--- src/verilog/cbbss_pkg.sv ---
// package: mode codes, counts and reset values for the channel mode block
package cbbss_pkg;
	localparam int         CHANNELS      = 4;
	localparam int         SSE_CHANNELS  = 2;
	localparam logic [7:0] MODE_RESET    = 8'h00;
	localparam logic [7:0] MODE_ASYNC_BB = 8'h01;
	localparam logic [7:0] MODE_SSE      = 8'h02;
	localparam logic [7:0] MODE_SYNC_BB  = 8'h04;
	localparam logic [7:0] DIR_RESET     = 8'h00;
	localparam logic [7:0] PINS_RESET    = 8'h00;
	localparam int         CLK_MHZ       = 100;
	localparam int         REF_MHZ       = 120;
	localparam int         SCLK_MAX_MHZ  = 30;
	// smallest divider keeping the serial clock at or below its ceiling
	localparam int         SCLK_MIN_DIV  =
		(CLK_MHZ + 2 * SCLK_MAX_MHZ - 1) / (2 * SCLK_MAX_MHZ);
	localparam int         PRESCALE_W    = 14;
	localparam int         FRAC_W        = 4;
	localparam int         SETUP_CYCLES  = 1;

	typedef enum logic [3:0] {
		CBB_IDLE   = 4'b0001,
		CBB_SAMPLE = 4'b0010,
		CBB_DRIVE  = 4'b0100,
		CBB_SETUP  = 4'b1000
	} cbbss_sync_t;
endpackage : cbbss_pkg

--- src/verilog/cbbss_channel.sv ---
// one channel: mode select, bit-bang engines, serial clock, line enables
`timescale 1ns/100ps

// Notes on behaviour
// - mode codes 0 reset, 1 async bit-bang, 2 serial engine, 4 sync bit-bang.
// - serial engine mode only on channels 0 and 1; others ignore it.
// - in serial engine mode host bytes are taken as a command stream.
// - serial clock at most 30 MHz, slower through a programmable divider.
// - adaptive clocking holds data after clock edge until returned clock seen.
// - adaptive clocking is off after reset until host turns it on.
// - async bit-bang drives host bytes onto output pins on baud ticks.
// - each pin is input or output; only outputs are driven.
// - async outputs change only with new byte and a baud tick.
// - sync outputs update only on host byte; sampling only then.
// - sync bit-bang stalls until the host-bound buffer has room.
// - sync bit-bang samples pins before driving, so reads lag one byte.
// - one setup cycle after driving before the next host byte.
// - read and write strobes are never driven in bit-bang modes.
// - line driver enable only while the UART shifts a character.
// - line driver enable works only when configuration memory enables it.
// - suspend power enable high while suspended, low otherwise.
// - every channel runs its bit-bang modes independently.
// - baud generator uses a 14-bit prescaler plus four fraction bits.
module cbbss_channel #(
	parameter int CH_INDEX = 0
) (
	input  wire logic        I_CLK,            // 100 MHz clock
	input  wire logic        I_SYS_RST,        // async reset, active high
	input  wire logic        I_MODE_WR,        // mode select strobe
	input  wire logic [7:0]  I_MODE_CODE,      // mode code
	input  wire logic [7:0]  I_DIR_MASK,       // pin direction, 1 = output
	input  wire logic        I_ADAPT_EN,       // adaptive clocking request
	input  wire logic [7:0]  I_SCLK_DIV,       // serial clock half period
	input  wire logic [13:0] I_BAUD_PRE,       // baud prescaler
	input  wire logic [3:0]  I_BAUD_FRAC,      // baud fraction sixteenths
	input  wire logic [7:0]  I_RX_DATA,        // host byte
	input  wire logic        I_RX_VALID,       // host byte present
	output logic             o_rx_ready,       // host byte taken
	output logic [7:0]       o_tx_data,        // byte toward host
	output logic             o_tx_valid,       // byte toward host valid
	input  wire logic        I_TX_READY,       // host buffer has room
	input  wire logic [7:0]  I_PIN_IN,         // parallel pins in
	output logic [7:0]       o_pin_out,        // parallel pins out
	output logic [7:0]       o_pin_oe,         // parallel pin enables
	output logic             o_sse_cmd_valid,  // command byte to engine
	output logic [7:0]       o_sse_cmd,        // command byte
	output logic             o_serial_clock_out, // engine clock
	output logic             o_sse_data_step,  // data may change now
	input  wire logic        I_LOW_GPIO_BIT3,  // returned clock pin
	input  wire logic        I_UART_SHIFTING,  // UART shifting a character
	input  wire logic        I_LDE_CFG,        // line driver enable from cfg
	input  wire logic        I_USB_SUSPEND,    // host interface suspended
	output logic             o_suspend_power_enable_n, // high in suspend
	output logic             o_line_driver_enable, // transceiver enable
	output logic             o_strobe_oe,      // strobe pin drive enable
	output logic [7:0]       o_mode            // active mode
);
	//------------------------------------------------------------
	// mode and direction
	//------------------------------------------------------------
	logic [7:0] mode_reg;
	logic [7:0] dir_reg;
	logic       adapt_reg;
	logic       mode_ok;

	assign mode_ok = (I_MODE_CODE == cbbss_pkg::MODE_RESET)
		|| (I_MODE_CODE == cbbss_pkg::MODE_ASYNC_BB)
		|| (I_MODE_CODE == cbbss_pkg::MODE_SYNC_BB)
		|| (I_MODE_CODE == cbbss_pkg::MODE_SSE
			&& CH_INDEX < cbbss_pkg::SSE_CHANNELS);

	always_ff @(posedge I_CLK or posedge I_SYS_RST) begin
		if (I_SYS_RST) begin
			mode_reg <= cbbss_pkg::MODE_RESET;
			dir_reg  <= cbbss_pkg::DIR_RESET;
		end else if (I_MODE_WR && mode_ok) begin
			mode_reg <= I_MODE_CODE;
			dir_reg  <= I_DIR_MASK;
		end
	end

	always_ff @(posedge I_CLK or posedge I_SYS_RST) begin
		if (I_SYS_RST) begin
			adapt_reg <= 1'b0;
		end else begin
			adapt_reg <= I_ADAPT_EN && mode_reg == cbbss_pkg::MODE_SSE;
		end
	end

	assign o_mode = mode_reg;
	wire is_async = mode_reg == cbbss_pkg::MODE_ASYNC_BB;
	wire is_sync  = mode_reg == cbbss_pkg::MODE_SYNC_BB;
	wire is_sse   = mode_reg == cbbss_pkg::MODE_SSE;

	//------------------------------------------------------------
	// pin synchronisers
	//------------------------------------------------------------
	logic [7:0] pin_s1_reg, pin_s2_reg;
	logic       returned_clock_s1_reg, returned_clock_s2_reg;
	always_ff @(posedge I_CLK or posedge I_SYS_RST) begin
		if (I_SYS_RST) begin
			pin_s1_reg  <= 8'h00;
			pin_s2_reg  <= 8'h00;
			returned_clock_s1_reg <= 1'b0;
			returned_clock_s2_reg <= 1'b0;
		end else begin
			pin_s1_reg  <= I_PIN_IN;
			pin_s2_reg  <= pin_s1_reg;
			returned_clock_s1_reg <= I_LOW_GPIO_BIT3;
			returned_clock_s2_reg <= returned_clock_s1_reg;
		end
	end

	//------------------------------------------------------------
	// baud generator: integer plus sixteenths accumulator
	//------------------------------------------------------------
	logic [13:0] baud_cnt_reg;
	logic [4:0]  frac_acc_reg;
	logic        baud_tick;
	logic [4:0]  frac_sum;
	assign frac_sum  = frac_acc_reg + {1'b0, I_BAUD_FRAC};
	assign baud_tick = (baud_cnt_reg == 14'h0000);
	always_ff @(posedge I_CLK or posedge I_SYS_RST) begin
		if (I_SYS_RST) begin
			baud_cnt_reg <= 14'h0000;
			frac_acc_reg <= 5'h00;
		end else if (baud_tick) begin
			// a carry out of the fraction stretches this period by one
			frac_acc_reg <= {1'b0, frac_sum[3:0]};
			baud_cnt_reg <= I_BAUD_PRE + {13'h0000, frac_sum[4]};
		end else begin
			baud_cnt_reg <= baud_cnt_reg - 14'h0001;
		end
	end

	//------------------------------------------------------------
	// synchronous bit-bang sequencer
	//------------------------------------------------------------
	cbbss_pkg::cbbss_sync_t st_reg;
	logic [7:0] byte_reg;
	logic [7:0] pins_reg;
	logic [7:0] tx_reg;
	logic       tx_v_reg;

	wire async_take = is_async && I_RX_VALID && baud_tick;
	wire sync_take  = is_sync && st_reg == cbbss_pkg::CBB_IDLE
		&& I_RX_VALID && !tx_v_reg;
	wire sse_take   = is_sse && I_RX_VALID;

	assign o_rx_ready = async_take || sync_take || sse_take;

	always_ff @(posedge I_CLK or posedge I_SYS_RST) begin
		if (I_SYS_RST) begin
			st_reg   <= cbbss_pkg::CBB_IDLE;
			byte_reg <= 8'h00;
		end else if (!is_sync) begin
			st_reg <= cbbss_pkg::CBB_IDLE;
		end else begin
			case (st_reg)
				cbbss_pkg::CBB_IDLE: begin
					if (sync_take) begin
						byte_reg <= I_RX_DATA;
						st_reg   <= cbbss_pkg::CBB_SAMPLE;
					end
				end
				cbbss_pkg::CBB_SAMPLE: begin
					if (!tx_v_reg) begin
						st_reg <= cbbss_pkg::CBB_DRIVE;
					end
				end
				cbbss_pkg::CBB_DRIVE: st_reg <= cbbss_pkg::CBB_SETUP;
				cbbss_pkg::CBB_SETUP: st_reg <= cbbss_pkg::CBB_IDLE;
				default: st_reg <= cbbss_pkg::CBB_IDLE;
			endcase
		end
	end

	// sample first, then drive: returned byte lags outputs by one
	always_ff @(posedge I_CLK or posedge I_SYS_RST) begin
		if (I_SYS_RST) begin
			tx_reg   <= 8'h00;
			tx_v_reg <= 1'b0;
		end else if (is_sync && st_reg == cbbss_pkg::CBB_SAMPLE
			&& !tx_v_reg) begin
			tx_reg   <= pin_s2_reg;
			tx_v_reg <= 1'b1;
		end else if (tx_v_reg && I_TX_READY) begin
			tx_v_reg <= 1'b0;
		end
	end
	assign o_tx_data  = tx_reg;
	assign o_tx_valid = tx_v_reg;

	always_ff @(posedge I_CLK or posedge I_SYS_RST) begin
		if (I_SYS_RST) begin
			pins_reg <= cbbss_pkg::PINS_RESET;
		end else if (mode_reg == cbbss_pkg::MODE_RESET) begin
			pins_reg <= cbbss_pkg::PINS_RESET;
		end else if (async_take) begin
			pins_reg <= I_RX_DATA;
		end else if (is_sync && st_reg == cbbss_pkg::CBB_DRIVE) begin
			pins_reg <= byte_reg;
		end
	end

	// only output-configured pins carry data in bit-bang modes
	assign o_pin_out = pins_reg & dir_reg;
	assign o_pin_oe  = (is_async || is_sync) ? dir_reg : 8'h00;
	assign o_strobe_oe = 1'b0;

	//------------------------------------------------------------
	// serial engine: command stream and clock
	//------------------------------------------------------------
	logic [7:0] cmd_reg;
	logic       cmd_v_reg;
	always_ff @(posedge I_CLK or posedge I_SYS_RST) begin
		if (I_SYS_RST) begin
			cmd_reg   <= 8'h00;
			cmd_v_reg <= 1'b0;
		end else begin
			cmd_v_reg <= sse_take;
			if (sse_take) begin
				cmd_reg <= I_RX_DATA;
			end
		end
	end
	assign o_sse_cmd       = cmd_reg;
	assign o_sse_cmd_valid = cmd_v_reg;

	// divider below the ceiling is clamped so the clock never exceeds it
	logic [7:0] half_div;
	logic [7:0] sdiv_cnt_reg;
	logic       sclk_reg;
	logic       wait_returned_clock_reg;
	logic       step_reg;
	assign half_div = (I_SCLK_DIV < 8'(cbbss_pkg::SCLK_MIN_DIV))
		? 8'(cbbss_pkg::SCLK_MIN_DIV) : I_SCLK_DIV;
	always_ff @(posedge I_CLK or posedge I_SYS_RST) begin
		if (I_SYS_RST) begin
			sdiv_cnt_reg  <= 8'h00;
			sclk_reg      <= 1'b0;
			wait_returned_clock_reg <= 1'b0;
			step_reg      <= 1'b0;
		end else if (!is_sse) begin
			sdiv_cnt_reg  <= 8'h00;
			sclk_reg      <= 1'b0;
			wait_returned_clock_reg <= 1'b0;
			step_reg      <= 1'b0;
		end else if (wait_returned_clock_reg) begin
			step_reg <= 1'b0;
			if (returned_clock_s2_reg == sclk_reg) begin
				wait_returned_clock_reg <= 1'b0;
				step_reg      <= 1'b1;
			end
		end else if (sdiv_cnt_reg + 8'h01 >= half_div) begin
			sdiv_cnt_reg  <= 8'h00;
			sclk_reg      <= !sclk_reg;
			wait_returned_clock_reg <= adapt_reg && !sclk_reg;
			step_reg      <= !adapt_reg && sclk_reg;
		end else begin
			sdiv_cnt_reg <= sdiv_cnt_reg + 8'h01;
			step_reg     <= 1'b0;
		end
	end
	assign o_serial_clock_out = sclk_reg;
	assign o_sse_data_step    = step_reg;

	//------------------------------------------------------------
	// line driver enable
	//------------------------------------------------------------
	assign o_line_driver_enable = I_LDE_CFG
		&& mode_reg == cbbss_pkg::MODE_RESET
		&& I_UART_SHIFTING;

	// lets external transceivers drop to low quiescent current
	assign o_suspend_power_enable_n = I_USB_SUSPEND;

	//------------------------------------------------------------
	// checks
	//------------------------------------------------------------
	property p_sync_setup;
		@(posedge I_CLK) disable iff (I_SYS_RST)
		(is_sync && st_reg == cbbss_pkg::CBB_DRIVE)
			|=> !o_rx_ready ##1 st_reg == cbbss_pkg::CBB_IDLE;
	endproperty
	a_sync_setup: assert property (p_sync_setup)
		else $error("sync setup cycle skipped");

	property p_sample_before_drive;
		@(posedge I_CLK) disable iff (I_SYS_RST)
		(is_sync && st_reg == cbbss_pkg::CBB_DRIVE)
			|-> $stable(pins_reg);
	endproperty
	a_sample_before_drive: assert property (p_sample_before_drive)
		else $error("pins changed before sample");

	property p_async_hold;
		@(posedge I_CLK) disable iff (I_SYS_RST)
		(is_async && !$past(async_take)) |-> $stable(pins_reg);
	endproperty
	a_async_hold: assert property (p_async_hold)
		else $error("async pins changed without tick");

	property p_no_sse_high;
		@(posedge I_CLK) disable iff (I_SYS_RST)
		(CH_INDEX >= cbbss_pkg::SSE_CHANNELS) |-> !is_sse;
	endproperty
	a_no_sse_high: assert property (p_no_sse_high)
		else $error("serial engine on high channel");

	property p_adapt_hold;
		@(posedge I_CLK) disable iff (I_SYS_RST)
		wait_returned_clock_reg && returned_clock_s2_reg != sclk_reg
			|=> !o_sse_data_step && $stable(sclk_reg);
	endproperty
	a_adapt_hold: assert property (p_adapt_hold)
		else $error("data stepped before returned clock");

	property p_stall;
		@(posedge I_CLK) disable iff (I_SYS_RST)
		tx_v_reg && is_sync |-> !sync_take;
	endproperty
	a_stall: assert property (p_stall)
		else $error("byte taken while host buffer full");

	property p_oe_mask;
		@(posedge I_CLK) disable iff (I_SYS_RST)
		(o_pin_out & ~dir_reg) == 8'h00 && !o_strobe_oe;
	endproperty
	a_oe_mask: assert property (p_oe_mask)
		else $error("input pin driven");

	property p_lde;
		@(posedge I_CLK) disable iff (I_SYS_RST)
		o_line_driver_enable |-> I_LDE_CFG && I_UART_SHIFTING;
	endproperty
	a_lde: assert property (p_lde)
		else $error("line driver enabled without cause");

	property p_adapt_reset;
		@(posedge I_CLK) disable iff (I_SYS_RST)
		!is_sse |=> !adapt_reg;
	endproperty
	a_adapt_reset: assert property (p_adapt_reset)
		else $error("adaptive clocking on outside engine");
endmodule : cbbss_channel

--- config.mk ---
export PLATFORM = sky130hd
export DESIGN_NAME = cbbss_channel
export DESIGN_NICKNAME = d
export VERILOG_FILES = /design/src/verilog/cbbss_pkg.sv /design/src/verilog/cbbss_channel.sv
export SDC_FILE = /design/constraint.sdc
export NUM_CORES = 1
export LEC_CHECK = 0
export BUFFER_PORTS_ARGS = -buffer_cell sky130_fd_sc_hd__buf_2
export CAP_MARGIN = 25
export CORE_MARGIN = 2
export CORE_UTILIZATION = 42
export CTS_BUF_LIST = sky130_fd_sc_hd__clkbuf_8
export DETAILED_ROUTE_END_ITERATION = 8
export MAX_ROUTING_LAYER = met4
export PLACE_DENSITY = 0.7
export SLEW_MARGIN = 10
export SYNTH_ARGS = -nofsm -noshare
export SYNTH_HDL_FRONTEND = slang
export SYNTH_SLANG_ARGS = --single-unit
--- constraint.sdc ---
create_clock -name I_CLK -period 8.3 [get_ports I_CLK]
set_input_delay 0.83 -clock I_CLK [delete_from_list [all_inputs] [get_ports I_CLK]]
set_output_delay 0.83 -clock I_CLK [all_outputs]
set_load 0.01 [all_outputs]
==> flow_summary_export.csv <==
group,metric,value,unit
critical_path,worst-r2r-cell-count,7,
die,rows,39,
place,place_congestion,0.845,
timing,fin_worst_skew,0.0168,ns
critical_path,r2r-start,"baud_cnt_reg[0]",
cts,cts_hold_buf,0,
cts,root_buffer,"clkbuf_8",
timing,setup-violations-final,0,
hold_path,min_path_cells,0,
critical_path,cp.arrival,3.18,ns
logic_synthesis,ys_seq_elements,102,
timing,min_period_over_period,0.483,
timing,rsz0062_at_grt,"false",
global_route,grt_pass1_vias,3635,
route,dr_total_vias,3712,
route,routedWlPerCell,14.7,um
die,dieWidth,112,um
critical_path,reg2reg_to,"pins_reg[6]",
timing,maxSlewViolCount,0,
global_route,grt_max_degree,71,
cts,post-cts-setup-buffers,0,
cts,clk_path_buf_depth,2,
critical_path,r2r_setup_slack,5.36,ns
critical_path,cp.required,7.47,ns
critical_path,start_kind,"flop",
route,drt_iter0_markers,238,
logic_synthesis,synth.cell_area,4930,um2
logic_synthesis,yosysTopAreaCellShare,0.512,
cts,numCtsBuffers,9,
critical_path,crit_path_start,"baud_cnt_reg[0]",
logic_synthesis,ys_top_cells_by_area,"dfrtp_1 (51%), mux2_2 (8.0%), ha_1 (4.1%)",
hold_path,hold_path.startpoint,"returned_clock_s1_reg",
die,start_util,0.432,
cells_and_area,finalInstanceArea,5850,um2
critical_path,crit_type,"flop to primary output",
cells_and_area,syn_to_final_growth,18.5,%
timing,period_minus_slack,4.01,ns
cells_and_area,drive_gt1_frac,0.316,
global_route,grt_first_pass_wirelength,17500,um
logic_synthesis,async_reset_ff_frac,1.00,
place,dp.cells,693,
cts,cts_num_sinks,102,
timing,worst_slew_pin_slew,0.999,ns
route,remaining_drc_errors,0,
logic_synthesis,synth-main-ff-cell,"dfrtp_1",
cells_and_area,n_antenna_cell,0,
die,dieHeight,112,um
pwr,static-leakage-power,2.83,nW
logic_synthesis,synth_nets,531,
global_route,grt_usage,0.176,
hold_path,hold_path.class,"flop to flop",
cts,ctsResizeCount,0,
timing,fin_setup_tns,0,ns
route,wl,10400,um
place,portBuffers,112,
die,coreArea,11400,um2
pwr,peakVddDrop,0.000109,V
timing,slew-limit-headroom,0.331,
cts,cts_tree,"built",
place,placed_area,5630,um2
cells_and_area,fin_util,0.512,
status,status,"finished, final reports clean",
critical_path,cp_max_fo,17,
cts,cts-htree-levels,3,
timing,clock.fmax,250,MHz
timing,hold_violations,0,
cts,clk-insertion-delay-late,0.37,ns
cells_and_area,nets,646,
route,ant_nets,0,
run,drv_cap,0,
logic_synthesis,ys.warnings.count,0,
global_route,antenna_found_initial,0,
cells_and_area,largest_register_ffs,14,
critical_path,end_kind,"primary output",
die,ios,116,
logic_synthesis,yosysSeqAreaShare,0.517,
place,dp_hpwl,7670,um
cells_and_area,fin_cells,709,
logic_synthesis,syn_avg_cell_area,11.1,um2
pwr,power_density,198,nW/um2
route,vias_per_cell,5.24,
cts,clk_pin_slew,0.11,ns
pwr,power,1.16,mW
logic_synthesis,synthCells,446,
logic_synthesis,synth_cell_types,59,
global_route,grt_remaining_overflow,0,
die,design.die.area,12600,um2
logic_synthesis,yosysTopAreaCell,"dfrtp_1",
route,drt-pass1-iter-count,4,
logic_synthesis,synth-edff-count,0,
hold_path,holdPathEnd,"returned_clock_s2_reg",
==> routing by layer <==
layer | wire length, um | vias to the layer above | global-route usage | share of wire
met4 | 167 | 0 | 0.0553 | 0.016
met2 | 4850 | 99 | 0.271 | 0.47
met5 | 0 | - | - | 0
met3 | 479 | 14 | 0.0340 | 0.046
li1 | - | 1804 | - | -
met1 | 4920 | 1795 | 0.238 | 0.47
==> critical path, cell delays in order, from the launching register on <==
cell,delay (ns)
dfrtp_1,0.43
inv_1,0.07
ha_1,0.18
nor3b_1,0.46
nand4_1,0.55
or4_1,0.82
nand3_1,0.17
buf_2,0.15
==> final cells by class <==
cell class | instances | area (um2)
Inverter | 20 | 77.6
Multi-Input combinational cell | 315 | 2250
Timing Repair Buffer | 113 | 568
Fill cell | 1035 | 5570
Clock buffer | 9 | 124
Sequential cell | 102 | 2550
Clock inverter | 7 | 93.8
Tap cell | 143 | 179
==> layout by cell type (no fill, tap or decap), drive strengths merged, types with 16 or more instances in the layout <==
master / netlist / layout
a21oi: 29 / 29
and2: 17 / 17
buf: 4 / 113
dfrtp: 101 / 101
ha: 16 / 16
inv: 19 / 23
mux2: 35 / 35
nand2: 35 / 35
nand3: 18 / 18
nor2: 26 / 26
o21ai: 20 / 20
==> per-stage QoR <==
stage | hold slack [ns] | setup slack (ns)
after global routing | 0.368 | 4.06
after floorplan | 0.331 | 4.80
after detailed placement | 0.335 | 4.69
after global placement | 0.333 | 4.81
after CTS | 0.362 | 4.27
final | 0.358 | 4.29
==> worst max-delay path by stage <==
stage | endpoint | slack [ns] | cells past startpoint
CTS | o_rx_ready | 4.27 | 7
global route | o_rx_ready | 4.06 | 7
finish | o_rx_ready | 4.29 | 7
detailed placement | o_rx_ready | 4.69 | 7
global placement | o_rx_ready | 4.81 | 7
floorplan | adapt_reg | 4.80 | 1
==> Yosys cell counts (all sizes together) (2+ instances only) <==
cell    instances
a21oi          29
nand3          18
a31oi           4
nor3b           2
nor3            9
nor4b           3
nand2b          6
o21a            2
buf             4
and4            2
or4b            2
nor2b           7
o22ai           3
nor4            6
mux2i          11
ha             16
xor2           14
or4             6
clkbuf          5
a21o            3
nand4           3
a211oi          2
inv            19
and2           17
nand2          35
dfrtp         101
nor2           26
mux2           35
and3            4
xnor2          14
o21ai          20
==> cell families after synthesis <==
group | synth area share
flops | 0.517
buf+inv | 0.0261
xor+xnor | 0.0497
fa+ha+maj | 0.0467
mux | 0.102
other cells | 0.000760
compound gates | 0.0844
simple gates | 0.173
==> power breakdown <==
group          internal, mW  leakage, nW  switching [mW]  total [mW]
registers             0.567         1.27          0.0494       0.617
logic                 0.110         1.45           0.107       0.217
clock network         0.125        0.108           0.200       0.325
total                 0.802         2.83           0.357        1.16
(Power assumes the default switching activity.)
